### src/core/ldgc_pkg.sv
/*
 * Package for the LED drive and gain control register bank.
 * It holds the register offsets, field positions, reset values and encodings.
 * It assumes an 8-bit register port with one address per register.
 */
package ldgc_pkg;

    // ************************************************************
    // Register offsets
    // ************************************************************
    localparam logic [7:0] OFS_RED_STOP = 8'h00;
    localparam logic [7:0] OFS_GREEN_STOP = 8'h01;
    localparam logic [7:0] OFS_BLUE_STOP = 8'h02;
    localparam logic [7:0] OFS_BEGIN_LOW = 8'h03;
    localparam logic [7:0] OFS_RED_GAIN = 8'h04;
    localparam logic [7:0] OFS_GREEN_GAIN = 8'h05;
    localparam logic [7:0] OFS_BLUE_GAIN = 8'h06;
    localparam logic [7:0] OFS_ALL_GAIN = 8'h07;
    localparam logic [7:0] OFS_BLANK_LIMIT = 8'h08;
    localparam logic [7:0] OFS_TIMING_RESET = 8'h09;
    localparam logic [7:0] OFS_LIMIT_FLAGS = 8'h0A;
    localparam logic [7:0] OFS_TEST_CTRL = 8'h0B;
    localparam logic [7:0] OFS_REVISION = 8'h0C;
    localparam logic [7:0] OFS_MODE_CTRL = 8'h0D;

    // ************************************************************
    // Field positions
    // ************************************************************
    localparam int STOP_MSB = 6;
    localparam int BEGIN_BIT = 7;
    localparam int BEGIN_LOW_LSB = 4;
    localparam int BLANK_MSB = 5;
    localparam int REDUCE_BIT = 6;
    localparam int HIT_BIT = 7;
    localparam int FLAG_BLUE = 0;
    localparam int FLAG_GREEN = 1;
    localparam int FLAG_RED = 2;
    localparam int TEST_LSB = 2;
    localparam int TEST_MSB = 5;
    localparam int MODE_INTERLEAVE_LSB = 0;
    localparam int MODE_BEGIN_REQ = 3;
    localparam int MODE_LIMIT_LSB = 6;
    localparam int REV_LSB = 1;
    localparam int BLANK_ZERO_BITS = 3;

    // ************************************************************
    // Reset values
    // ************************************************************
    localparam logic [7:0] RST_STOP = 8'h10;
    localparam logic [3:0] RST_BEGIN_LOW = 4'h0;
    localparam logic [7:0] RST_GAIN = 8'h00;
    localparam logic [5:0] RST_BLANK = 6'h00;
    localparam logic [3:0] RST_TEST = 4'h0;
    localparam logic [1:0] RST_LIMIT_MODE = 2'h0;
    localparam logic [1:0] RST_INTERLEAVE = 2'h0;

    // ************************************************************
    // Encodings
    // ************************************************************
    localparam logic [1:0] OVR_NONE = 2'h0;
    localparam logic [1:0] OVR_LOAD = 2'h1;
    localparam logic [1:0] OVR_CHECK = 2'h2;
    localparam logic [1:0] OVR_ON = 2'h3;
    localparam logic [1:0] COL_RED = 2'h0;
    localparam logic [1:0] COL_GREEN = 2'h1;
    localparam logic [1:0] COL_BLUE = 2'h2;
    localparam logic [1:0] LIMIT_OFF = 2'h0;
    // Interleave select: follow colour, or fix one gain
    localparam logic [1:0] INTL_FOLLOW = 2'h0;
    localparam logic [1:0] INTL_RED = 2'h1;
    localparam logic [1:0] INTL_GREEN = 2'h2;
    localparam logic [1:0] INTL_BLUE = 2'h3;

endpackage : ldgc_pkg

### src/core/ldgc_regs.sv
/*
 * LED drive and gain control register bank.
 * Holds stop and begin times, gain codes, blank time, current limit flags,
 * the timing reset strobe, current DAC test overrides and the revision.
 * Assumes a single-cycle register port on ref_clk and limit-hit and begin
 * pins that are asynchronous to ref_clk.
 */
// Strobed register access and the address map were decided locally.
module ldgc_regs #(
    // Revision value is arbitrary
    parameter logic [6:0] REVISION = 7'h01
) (
    // Clock and reset
    input wire logic ref_clk,
    input wire logic rst_n,
    // Register port
    input wire logic [7:0] regAddr,
    input wire logic [7:0] regWdata,
    input wire logic regWe,
    input wire logic regRe,
    output logic [7:0] regRdata,
    // Timing outputs
    output logic [6:0] red_stop_time,
    output logic [6:0] green_stop_time,
    output logic [6:0] blue_stop_time,
    output logic [6:0] led_begin_time,
    output logic begin_time_request,
    output logic [8:0] initial_blank_time,
    output logic ledTimingReset,
    // Gain
    input wire logic [1:0] activeColour,
    output logic [7:0] selectedGain,
    // Current limit pins and controls
    input wire logic redLimitPin,
    input wire logic greenLimitPin,
    input wire logic blueLimitPin,
    output logic reduceEighth,
    output logic reduceQuarter,
    // Current DAC control
    input wire logic stateInReset,
    output logic current_dac_force_load,
    output logic setupChange,
    output logic current_dac_off_signal,
    output logic current_dac_force_check,
    output logic colourSwitchEnable,
    output logic current_dac_cal_signal,
    output logic current_dac_force_on,
    output logic currentReload,
    output logic reloadFromRed,
    // LED on drive
    input wire logic counterLedOn,
    input wire logic ledBeginPin,
    output logic led_on_drive
);

    // ************************************************************
    // State
    // ************************************************************
    typedef struct packed {
        logic [7:0] redStop;
        logic [7:0] greenStop;
        logic [7:0] blueStop;
        logic [3:0] beginLow;
        logic [7:0] red_gain_code;
        logic [7:0] green_gain_code;
        logic [7:0] blue_gain_code;
        logic [5:0] blankField;
        logic limit_reduction_select;
        logic red_limit_hit;
        logic green_limit_hit;
        logic blue_limit_hit;
        logic [3:0] led_test_field;
        logic [1:0] interleave_select;
        logic beginRequest;
        logic [1:0] current_limit_mode;
        logic [7:0] rdata;
        logic [7:0] gainOut;
        logic ledOn;
        logic timingRst;
    } ldgc_state_t;

    ldgc_state_t state_q;
    ldgc_state_t state_d;

    logic [2:0] limitSync;
    logic beginSync;
    logic limitActive;
    logic current_limit_hit;
    logic [1:0] overrideMode;

    // ************************************************************
    // Pin synchronisers
    // ************************************************************
    ldgc_sync #(
        .WIDTH(3)
    ) u_limit_sync (
        .ref_clk(ref_clk),
        .rst_n(rst_n),
        .asyncIn({redLimitPin, greenLimitPin, blueLimitPin}),
        .syncOut(limitSync)
    );

    ldgc_sync #(
        .WIDTH(1)
    ) u_begin_sync (
        .ref_clk(ref_clk),
        .rst_n(rst_n),
        .asyncIn(ledBeginPin),
        .syncOut(beginSync)
    );

    // ************************************************************
    // Decode helpers
    // ************************************************************
    function automatic logic isWrite(input logic [7:0] ofs);
        isWrite = regWe && (regAddr == ofs);
    endfunction : isWrite

    function automatic logic [7:0] gainFor(
        input logic [1:0] colour,
        input ldgc_state_t s
    );
        case (colour)
            ldgc_pkg::COL_RED: gainFor = s.red_gain_code;
            ldgc_pkg::COL_GREEN: gainFor = s.green_gain_code;
            ldgc_pkg::COL_BLUE: gainFor = s.blue_gain_code;
            default: gainFor = 8'h00;
        endcase
    endfunction : gainFor

    assign limitActive = (state_q.current_limit_mode != ldgc_pkg::LIMIT_OFF);
    assign current_limit_hit = state_q.red_limit_hit | state_q.green_limit_hit
        | state_q.blue_limit_hit;
    assign overrideMode = state_q.led_test_field[1:0];

    // ************************************************************
    // Next state
    // ************************************************************
    always_comb begin
        state_d = state_q;
        state_d.rdata = 8'h00;
        state_d.timingRst = 1'b0;

        // Writes
        if (regWe) begin
            case (regAddr)
                ldgc_pkg::OFS_RED_STOP: begin
                    state_d.redStop = regWdata;
                end
                ldgc_pkg::OFS_GREEN_STOP: begin
                    state_d.greenStop = regWdata;
                end
                ldgc_pkg::OFS_BLUE_STOP: begin
                    state_d.blueStop = regWdata;
                end
                ldgc_pkg::OFS_BEGIN_LOW: begin
                    state_d.beginLow = regWdata[7:ldgc_pkg::BEGIN_LOW_LSB];
                end
                ldgc_pkg::OFS_RED_GAIN: begin
                    state_d.red_gain_code = regWdata;
                end
                ldgc_pkg::OFS_GREEN_GAIN: begin
                    state_d.green_gain_code = regWdata;
                end
                ldgc_pkg::OFS_BLUE_GAIN: begin
                    state_d.blue_gain_code = regWdata;
                end
                ldgc_pkg::OFS_ALL_GAIN: begin
                    state_d.red_gain_code = regWdata;
                    state_d.green_gain_code = regWdata;
                    state_d.blue_gain_code = regWdata;
                end
                // blank field, hit bit not writable
                ldgc_pkg::OFS_BLANK_LIMIT: begin
                    state_d.blankField = regWdata[ldgc_pkg::BLANK_MSB:0];
                    state_d.limit_reduction_select = regWdata[ldgc_pkg::REDUCE_BIT];
                end
                ldgc_pkg::OFS_TIMING_RESET: begin
                    state_d.timingRst = 1'b1;
                end
                ldgc_pkg::OFS_TEST_CTRL: begin
                    state_d.led_test_field = regWdata[ldgc_pkg::TEST_MSB:ldgc_pkg::TEST_LSB];
                end
                ldgc_pkg::OFS_MODE_CTRL: begin
                    state_d.interleave_select =
                        regWdata[ldgc_pkg::MODE_INTERLEAVE_LSB +: 2];
                    state_d.beginRequest = regWdata[ldgc_pkg::MODE_BEGIN_REQ];
                    state_d.current_limit_mode = regWdata[ldgc_pkg::MODE_LIMIT_LSB +: 2];
                end
                default: begin
                end
            endcase
        end

        // sticky flags, timing reset clears, set wins
        if (isWrite(ldgc_pkg::OFS_TIMING_RESET)) begin
            state_d.red_limit_hit = 1'b0;
            state_d.green_limit_hit = 1'b0;
            state_d.blue_limit_hit = 1'b0;
        end
        // no new flags while limiting is off; flags already set are kept
        if (limitActive) begin
            if (limitSync[2]) begin
                state_d.red_limit_hit = 1'b1;
            end
            if (limitSync[1]) begin
                state_d.green_limit_hit = 1'b1;
            end
            if (limitSync[0]) begin
                state_d.blue_limit_hit = 1'b1;
            end
        end

        // Reads
        if (regRe) begin
            case (regAddr)
                ldgc_pkg::OFS_RED_STOP: state_d.rdata = state_q.redStop;
                ldgc_pkg::OFS_GREEN_STOP: state_d.rdata = state_q.greenStop;
                ldgc_pkg::OFS_BLUE_STOP: state_d.rdata = state_q.blueStop;
                ldgc_pkg::OFS_BEGIN_LOW: begin
                    state_d.rdata = {state_q.beginLow, 4'h0};
                end
                ldgc_pkg::OFS_RED_GAIN: state_d.rdata = state_q.red_gain_code;
                ldgc_pkg::OFS_GREEN_GAIN: state_d.rdata = state_q.green_gain_code;
                ldgc_pkg::OFS_BLUE_GAIN: state_d.rdata = state_q.blue_gain_code;
                ldgc_pkg::OFS_BLANK_LIMIT: begin
                    state_d.rdata = {current_limit_hit & limitActive,
                        state_q.limit_reduction_select, state_q.blankField};
                end
                ldgc_pkg::OFS_LIMIT_FLAGS: begin
                    state_d.rdata = {5'h00, state_q.red_limit_hit,
                        state_q.green_limit_hit, state_q.blue_limit_hit};
                end
                ldgc_pkg::OFS_TEST_CTRL: begin
                    state_d.rdata = {2'h0, state_q.led_test_field, 2'h0};
                end
                ldgc_pkg::OFS_REVISION: state_d.rdata = {REVISION, 1'b0};
                ldgc_pkg::OFS_MODE_CTRL: begin
                    state_d.rdata = {state_q.current_limit_mode, 2'h0,
                        state_q.beginRequest, 1'b0, state_q.interleave_select};
                end
                default: state_d.rdata = 8'h00;
            endcase
        end

        case (state_q.interleave_select)
            ldgc_pkg::INTL_FOLLOW: state_d.gainOut = gainFor(activeColour, state_q);
            ldgc_pkg::INTL_RED: state_d.gainOut = state_q.red_gain_code;
            ldgc_pkg::INTL_GREEN: state_d.gainOut = state_q.green_gain_code;
            ldgc_pkg::INTL_BLUE: state_d.gainOut = state_q.blue_gain_code;
            default: state_d.gainOut = 8'h00;
        endcase

        state_d.ledOn = state_q.led_test_field[3] ? beginSync : counterLedOn;
    end

    // ************************************************************
    // Registers
    // ************************************************************
    always_ff @(posedge ref_clk) begin
        if (!rst_n) begin
            state_q <= '0;
            state_q.redStop <= ldgc_pkg::RST_STOP;
            state_q.greenStop <= ldgc_pkg::RST_STOP;
            state_q.blueStop <= ldgc_pkg::RST_STOP;
            state_q.beginLow <= ldgc_pkg::RST_BEGIN_LOW;
            state_q.red_gain_code <= ldgc_pkg::RST_GAIN;
            state_q.green_gain_code <= ldgc_pkg::RST_GAIN;
            state_q.blue_gain_code <= ldgc_pkg::RST_GAIN;
            state_q.blankField <= ldgc_pkg::RST_BLANK;
            state_q.led_test_field <= ldgc_pkg::RST_TEST;
            state_q.current_limit_mode <= ldgc_pkg::RST_LIMIT_MODE;
            state_q.interleave_select <= ldgc_pkg::RST_INTERLEAVE;
        end else begin
            state_q <= state_d;
        end
    end

    // ************************************************************
    // Outputs
    // ************************************************************
    assign regRdata = state_q.rdata;
    assign red_stop_time = state_q.redStop[ldgc_pkg::STOP_MSB:0];
    assign green_stop_time = state_q.greenStop[ldgc_pkg::STOP_MSB:0];
    assign blue_stop_time = state_q.blueStop[ldgc_pkg::STOP_MSB:0];
    assign led_begin_time = {state_q.blueStop[ldgc_pkg::BEGIN_BIT],
        state_q.greenStop[ldgc_pkg::BEGIN_BIT],
        state_q.redStop[ldgc_pkg::BEGIN_BIT], state_q.beginLow};
    assign begin_time_request = state_q.beginRequest;
    assign initial_blank_time = {state_q.blankField, {ldgc_pkg::BLANK_ZERO_BITS{1'b0}}};
    assign ledTimingReset = state_q.timingRst;
    assign selectedGain = state_q.gainOut;

    assign reduceEighth = limitActive & current_limit_hit & ~state_q.limit_reduction_select;
    assign reduceQuarter = limitActive & current_limit_hit & state_q.limit_reduction_select;

    assign current_dac_force_load = (overrideMode == ldgc_pkg::OVR_LOAD);
    assign setupChange = current_dac_force_load;
    assign current_dac_off_signal = current_dac_force_load;
    assign current_dac_force_check = (overrideMode == ldgc_pkg::OVR_CHECK);
    assign colourSwitchEnable = current_dac_force_check;
    assign current_dac_cal_signal = current_dac_force_check;
    assign current_dac_force_on = (overrideMode == ldgc_pkg::OVR_ON);
    assign currentReload = state_q.led_test_field[2];
    assign reloadFromRed = state_q.led_test_field[2] & stateInReset;

    assign led_on_drive = state_q.ledOn;

endmodule : ldgc_regs

### src/core/ldgc_sync.sv
/*
 * Two-flop synchroniser for a group of pin levels.
 * It assumes the inputs are asynchronous levels held longer than a cycle.
 */
module ldgc_sync #(
    parameter int WIDTH = 1
) (
    // Clock and reset
    input wire logic ref_clk,
    input wire logic rst_n,
    // Levels
    input wire logic [WIDTH-1:0] asyncIn,
    output logic [WIDTH-1:0] syncOut
);

    typedef struct packed {
        logic [WIDTH-1:0] stage1;
        logic [WIDTH-1:0] stage2;
    } ldgc_sync_state_t;

    ldgc_sync_state_t state_q;
    ldgc_sync_state_t state_d;

    always_comb begin
        state_d = state_q;
        state_d.stage1 = asyncIn;
        state_d.stage2 = state_q.stage1;
    end

    always_ff @(posedge ref_clk) begin
        if (!rst_n) begin
            state_q <= '0;
        end else begin
            state_q <= state_d;
        end
    end

    assign syncOut = state_q.stage2;

endmodule : ldgc_sync

### config.mk
export PLATFORM = sky130hd
export DESIGN_NAME = ldgc_regs
export DESIGN_NICKNAME = d
export VERILOG_FILES = /design/src/core/ldgc_pkg.sv /design/src/core/ldgc_regs.sv /design/src/core/ldgc_sync.sv
export SDC_FILE = /design/constraint.sdc
export NUM_CORES = 1
export LEC_CHECK = 0
export ABC_AREA = 1
export BUFFER_PORTS_ARGS = -buffer_cell sky130_fd_sc_hd__buf_2
export CAP_MARGIN = 20
export CORE_UTILIZATION = 42
export CTS_BUF_LIST = sky130_fd_sc_hd__clkbuf_8
export DETAILED_ROUTE_END_ITERATION = 7
export SLEW_MARGIN = 20
export SYNTH_ARGS = -nofsm -noshare
export SYNTH_HDL_FRONTEND = slang
export SYNTH_SLANG_ARGS = --single-unit
### constraint.sdc
create_clock -name ref_clk -period 1.6 [get_ports ref_clk]
set_input_delay 0.08 -clock ref_clk [delete_from_list [all_inputs] [get_ports ref_clk]]
set_output_delay 0.08 -clock ref_clk [all_outputs]
set_load 0.02 [all_outputs]
==> reports/metrics.yaml, run 1 <==
route:
  drc: 0
  postRouteAntennaNets: 0
  drt_iter0_markers: 305
  vias_per_cell: 5.09
  wire_per_inst_um: 15.4
  num_vias: 4282
  first_pass_iters: 6
  routed_wl_um: 12900
timing:
  worst_slew_pin_slew_ns: 0.570
  setup_tns_ns: 0
  finalHoldViolations: 0
  finalCritPeriodShare_pct: 90.4
  whs_ns: 0.0171
  drv_slew: 0
  fmax_ghz: 0.692
  rsz0062_at_grt: "no"
  slew_headroom_pct: 61.9
  layout_setup_ws_ns: 0.154
  fin_skew_ns: 0.00799
  fin_crit_ns: 1.45
  setup_viol: 0
place:
  placed_area_um2: 4880
  place_inst: 819
  dp_worst_setup_slack_ns: 0.0287
  gp_congestion: 0.917
  io_buffer_count: 91
  detailed_place_hpwl_um: 9620
pwr:
  p_leak_nw: 2.36
  irDropWorstVdd_mv: 0.505
  p_total_mw: 4.24
  p_per_area_nw_per_um2: 824
synthesis:
  syn_avg_cell_area_um2: 7.20
  ys_warn_count: 0
  ys_seq_area_share_pct: 41.5
  ys_ff_latch: 97
  yosys.cell_types.count: 23
  postSynthCellCount: 650
  syn_area_um2: 4680
worst_setup_path:
  crit_required_ns: 1.52
  end_kind: "output pin"
  ff2ff_setup_slack_ns: 0.36
  startpoint_type: "register"
  worst_path_most_repeated_cell: "nor2_1"
  max_stage_delay_ns: 0.39
  cp_data_arrival_time_ns: 1.37
  setup.worst_path.start: "state_q[28]"
  r2r-start: "state_q[22]"
  crit_fanout: 3
  path_cells: "nor2_1, a21oi_1, inv_1, nor2_1, buf_2"
  criticalPathCategory: "register to output pin"
  reg2reg_to: "selectedGain[0]"
  crit_path_end: "reduceEighth"
  critPathSlowestCell: "dfxtp_1"
  reg2reg_depth: 6
run:
  drv_cap: 0
finish:
  ff_latch_area_um2: 1940
  nets: 725
  drive_above_1_share_pct: 19.7
  final_cell_area_um2: 5140
  finalNonFillerCells: 841
  fill_cells: 1136
  post-route-util_pct: 47.4
  area_growth_pct: 9.83
  multi_input_area_um2: 1970
  diodes: 0
cts:
  numCtsBuffers: 9
  ctsHtreeMaxLevel: 3
  clkLatencyLatePin_ns: 0.37
  cts_resized: 0
  clock_sink_count: 97
  cts_tree: "yes"
  clockRootBuffer: "clkbuf_8"
  cts_buffer_depth: 2
  clk_pin_slew_ns: 0.09
floorplan:
  die_x_um: 108
  die_area_um2: 11600
  chipHeight_um: 108
  coreArea_um2: 10800
  start_util_pct: 43.2
  rows: 38
  io_pins: 95
global_route:
  antenna_found_initial: 0
  grt_usage_pct: 23.1
  grt_pass1_vias: 3876
  grt_max_degree: 41
  grt-ovfl-total: 0
  grt_pass1_wl_um: 20200
worst_hold_path:
  hold_path_class: "input port to register"
run_status:
  status: "finished clean"
-- power by group --
part | total, mW | internal, mW | leakage (nW) | switching (mW)
Combinational | 0.262 | 0.0765 | 1.48 | 0.185
Sequential | 2.44 | 2.43 | 0.783 | 0.00782
Clock | 1.54 | 0.690 | 0.0947 | 0.852
-- routing by layer --
| layer | global-route usage [%] | wire length [um] |
|---|---|---|
| met1 | 30.1 | 5870 |
| met2 | 38.0 | 6100 |
| met3 | 4.66 | 765 |
| met4 | 7.24 | 206 |
| met5 | 0 | 0 |
-- critical path, delay by kind of cell, from the launching register on --
family	cells	cell delay (ns)
AOI/OAI and AO/OA	1	0.19
DFF	1	0.39
buffers and inverters	2	0.25
and+or+nand+nor	2	0.16
-- worst min-delay path by stage --
stage	end	slack, ns	depth (start not counted)	startpoint
5_1_grt	state_q[26]	0.03	3	regWdata[5]
4_1_cts	state_q[26]	0.01	3	regWdata[5]
2_1_floorplan	u_begin_sync.state_d[0]	0.18	2	ledBeginPin
3_5_place_dp	u_limit_sync.state_d[0]	0.27	3	blueLimitPin
6_report	state_q[26]	0.02	3	regWdata[5]
3_3_place_gp	u_limit_sync.state_d[2]	0.26	3	redLimitPin
-- cell families (layout without fill, tap and decap cells) --
kind of cell    after synthesis  after routing  synth area share, %
buf+inv                     137            186                 16.7
simple gates                250            250                 23.8
compound gates              165            165                 18.0
other cells                   1              3               0.0801
flops                        97             97                 41.5
-- cell type report --
class	count	share of cell area [%]
Multi-Input combinational cell	418	38.3
Sequential cell	97	37.8
Timing Repair Buffer	113	12.6
Inverter	58	4.23
Clock buffer	12	3.21
Clock inverter	3	0.486
Tap cell	140	3.41
-- state kept, by name, indices dropped and copies added (netlist names) --
name and count:
state_q 33, regRdata 8, selectedGain 8, blue_stop_time 7, green_stop_time 7, led_begin_time 7, red_stop_time 7, initial_blank_time 6
u_limit_sync.state_d 3, u_limit_sync.syncOut 3, overrideMode 2, begin_time_request 1, currentReload 1, ledTimingReset 1, led_on_drive 1, u_begin_sync.state_d 1
u_begin_sync.syncOut 1
-- placed cells by master (no fill, tap or decap) --
cell type,count
buf_2,91
a41oi_1,4
nor2_2,2
nand3_1,76
nor2_4,7
nor2_1,49
nor3_1,1
dlygate4sd3_1,7
dfxtp_1,97
clkinvlp_4,1
inv_2,3
a21oi_1,84
nand2_4,1
conb_1,3
inv_1,55
nand4_1,1
nor4_1,1
o22ai_1,1
clkbuf_8,12
o21ai_0,76
clkinv_4,2
nand2_2,4
buf_4,14
nand2_1,108
buf_12,1
-- Yosys cell counts --
cell type / n / area (um^2)
a21oi_1: 84 / 420
a41oi_1: 4 / 35.0
buf_1: 1 / 3.75
buf_2: 3 / 15.0
buf_4: 64 / 480
buf_6: 3 / 33.8
clkbuf_1: 8 / 30.0
conb_1: 1 / 3.75
dfxtp_1: 97 / 1940
inv_1: 55 / 206
inv_2: 3 / 11.3
nand2_1: 108 / 405
nand2_2: 4 / 25.0
nand2_4: 1 / 11.3
nand3_1: 76 / 380
nand4_1: 1 / 6.26
nor2_1: 49 / 184
nor2_2: 2 / 12.5
nor2_4: 7 / 78.8
nor3_1: 1 / 5.00
nor4_1: 1 / 6.26
o21ai_0: 76 / 380
o22ai_1: 1 / 6.26
-- repair_timing --
item                      in CTS  in global routing
buffers inserted               0                  0
hold buffers                   7                  0
hold endpoints to repair       7                  0
Note: power is estimated with default switching activity, not from simulation.
==> run 2, diff against run 1 <==
--- a/config.mk
+++ b/config.mk
@@ -11,6 +11,7 @@
 export CORE_UTILIZATION = 42
 export CTS_BUF_LIST = sky130_fd_sc_hd__clkbuf_8
 export DETAILED_ROUTE_END_ITERATION = 7
+export PLACE_DENSITY = 0.67
 export SLEW_MARGIN = 20
 export SYNTH_ARGS = -nofsm -noshare
 export SYNTH_HDL_FRONTEND = slang
==> run 2 against run 1 <==
  * Combinational power decreased by 3%
  * Critical endpoint unchanged
  * Die area stayed put
  * Clock skew up 0.0070 ns
  * Sequential cell count unchanged
  * First-iteration DRC count is 19% higher
  * Via count is 1.7% higher
  * Largest cell class unchanged
  * Utilization down 0.31 points
  * Maximum frequency is 5.1% higher
  * Clock-buffer cell count fell by 2
==> reports/metrics.yaml, run 2 (synthesis results as in run 1) <==
worst_setup_path:
  critPathSlowestCell: "dfxtp_1"
  max_stage_delay_ns: 0.39  # about the same
  criticalPathCategory: "register to output pin"
  crit_buf_inv: 2  # unchanged
  startpoint_type: "register"
  cp_data_arrival_time_ns: 1.30  # -0.07 ns
  crit_fanout: 3  # unchanged
  worst_path_most_repeated_cell: "nor2_1"
  path_cells: "nor2_1, a21oi_1, inv_1, nor2_1, buf_2"
  crit_required_ns: 1.52  # about the same
  setup.worst_path.start: "state_q[28]"
  end_kind: "output pin"
  critPathTopFamily: "flip-flops"
  r2r-start: "state_q[21]"
finish:
  final_common_cell: "nand2_1"
  diodes: 0  # unchanged
  largest_reg_flops: 33  # unchanged
  mostFrequentLayoutCells: "nand2_1 (108), dfxtp_1 (97), buf_2 (91), a21oi_1 (84)"
  nets: 722  # -0.41%
  area_growth_pct: 9.11
  drive_above_1_share_pct: 19.5  # -0.20 points
  regMostFlops: "state_q"
  fill_cells: 1107  # -2.6%
place:
  gp_congestion: 0.914  # -0.31%
  dp_worst_setup_slack_ns: 0.0706  # +0.0419 ns
  detailed_place_hpwl_um: 9360  # -2.7%
  io_buffer_count: 91  # unchanged
run_status:
  status: "finished clean"
timing:
  layout_setup_ws_ns: 0.225  # +0.0704 ns
  finalCritPeriodShare_pct: 86.0  # -4.4 points
  finalHoldViolations: 0  # unchanged
  setup_tns_ns: 0  # unchanged
  drv_slew: 0  # unchanged
  fmax_ghz: 0.727  # +5.1%
  rsz0062_at_grt: "no"
  fin_skew_ns: 0.0150  # +0.00697 ns
  whs_ns: 0.0153  # -0.00185 ns
  setup_viol: 0  # unchanged
  fin_crit_ns: 1.38  # -0.0704 ns
  slew_headroom_pct: 61.5  # -0.37 points
  worst_slew_pin_slew_ns: 0.575  # +0.00558 ns
cts:
  cts_setup_buffers: 0  # unchanged
  clockRootBuffer: "clkbuf_8"
  cts_tree: "yes"
  cts_buffer_depth: 2  # unchanged
  ctsHtreeMaxLevel: 3  # unchanged
  numCtsBuffers: 9  # unchanged
  clkLatencyLatePin_ns: 0.37  # about the same
  cts_resized: 0  # unchanged
  clock_sink_count: 97  # unchanged
  clk_pin_slew_ns: 0.09  # about the same
route:
  num_vias: 4356  # +1.7%
  first_pass_iters: 6  # unchanged
  drt_iter0_markers: 363  # +19%
  drc: 0  # unchanged
  postRouteAntennaNets: 0  # unchanged
  wire_per_inst_um: 14.8  # -3.8%
  routed_wl_um: 12400  # -4.1%
  vias_per_cell: 5.20  # +2.1%
global_route:
  antenna_found_initial: 0  # unchanged
  grt_max_degree: 30  # -27%
  grt_pass1_wl_um: 20100  # -0.48%
  grt-ovfl-total: 0  # unchanged
  grt_usage_pct: 22.6  # -0.48 points
  grt_pass1_vias: 3965  # +2.3%
floorplan:
  rows: 38  # unchanged
  die_area_um2: 11600  # unchanged
  chipHeight_um: 108  # unchanged
  coreArea_um2: 10800  # unchanged
  start_util_pct: 43.2  # unchanged
  io_pins: 95  # unchanged
  die_x_um: 108  # unchanged
pwr:
  switching_share_pct: 24.9  # +0.26 points
  p_per_area_nw_per_um2: 807  # -2.1%
  p_switching_mw: 1.03  # -1.8%
  intPower_mw: 3.10  # -3.1%
  power.share.clock_pct: 34.7  # -1.7 points
  irDropWorstVdd_mv: 0.468  # -7.4%
  p_seq_share_pct: 59.1  # +1.6 points
  pwr-share-comb_pct: 6.2  # about the same
  p_leak_nw: 2.34  # -1.1%
worst_hold_path:
  hold_path_class: "input port to register"
  hp-start: "regWdata[3]"
run:
  drv_cap: 0  # unchanged
## run 2: cell count changes in the layout (fill, tap and decap cells not counted)
cell and delta:
clkinvlp_4 +3, buf_4 -2, clkbuf_8 -2, clkinv_4 -2, dlygate4sd3_1 -2, buf_12 +1, inv_1 +1
## run 2: what timing repair did
action | CTS | global route
endpoints found under the setup margin | 0 | 0
hold buffers | 5 | 0
endpoints found under the hold margin | 5 | 0
## run 2: power groups by stage
stage                     Clock, mW  Combinational (mW)  Sequential [mW]
after global routing           1.56               0.279             2.44
after floorplan                   0               0.148             2.49
after global placement            0               0.238             2.49
after CTS                      1.46               0.252             2.44
final                          1.43               0.254             2.44
after detailed placement          0               0.242             2.49
## run 2: worst min-delay path: cells and delay by family
kind	cells	cell delay (ns)
AO/OA/AOI/OAI	2	0.17
buffers and inverters	1	0.09
## run 2: final cells by class
| type | count | area, um^2 | share of cell area [%] |
|---|---|---|---|
| Multi-Input combinational cell | 418 | 1970 | 38.5 |
| Sequential cell | 97 | 1940 | 38.0 |
| Timing Repair Buffer | 110 | 636 | 12.4 |
| Inverter | 58 | 218 | 4.26 |
| Tap cell | 140 | 175 | 3.43 |
| Clock buffer | 10 | 138 | 2.69 |
| Clock inverter | 5 | 33.8 | 0.661 |
## run 2: stage by stage
| stage | cells | util, % | total power, mW | cell area, um^2 |
|---|---|---|---|---|
| after detailed placement | 818 | 45.1 | 2.73 | 4890 |
| final | 838 | 47.1 | 4.12 | 5110 |
| after global routing | 838 | 47.1 | 4.27 | 5110 |
| after CTS | 838 | 47.1 | 4.15 | 5110 |
| after floorplan | 652 | - | 2.64 | 4690 |
| after global placement | 818 | 45.1 | 2.73 | 4890 |
## run 2: layer usage
layer	track usage, %	share of wire [%]	wire [um]	up-vias
met5	0	0	0	-
met4	11.3	2.8	344	0
li1	-	-	-	2169
met2	36.2	46	5750	164
met1	29.8	45	5560	1999
met3	2.85	6.1	762	24
## run 2: worst paths after layout
kind                               end  slack (ns)  cells after the start
setup / recovery          reduceEighth        0.22                      5
hold / removal         overrideMode[1]        0.02                      3
setup reg to reg       selectedGain[6]        0.39                      3
hold reg to reg   u_begin_sync.syncOut        0.42                      2
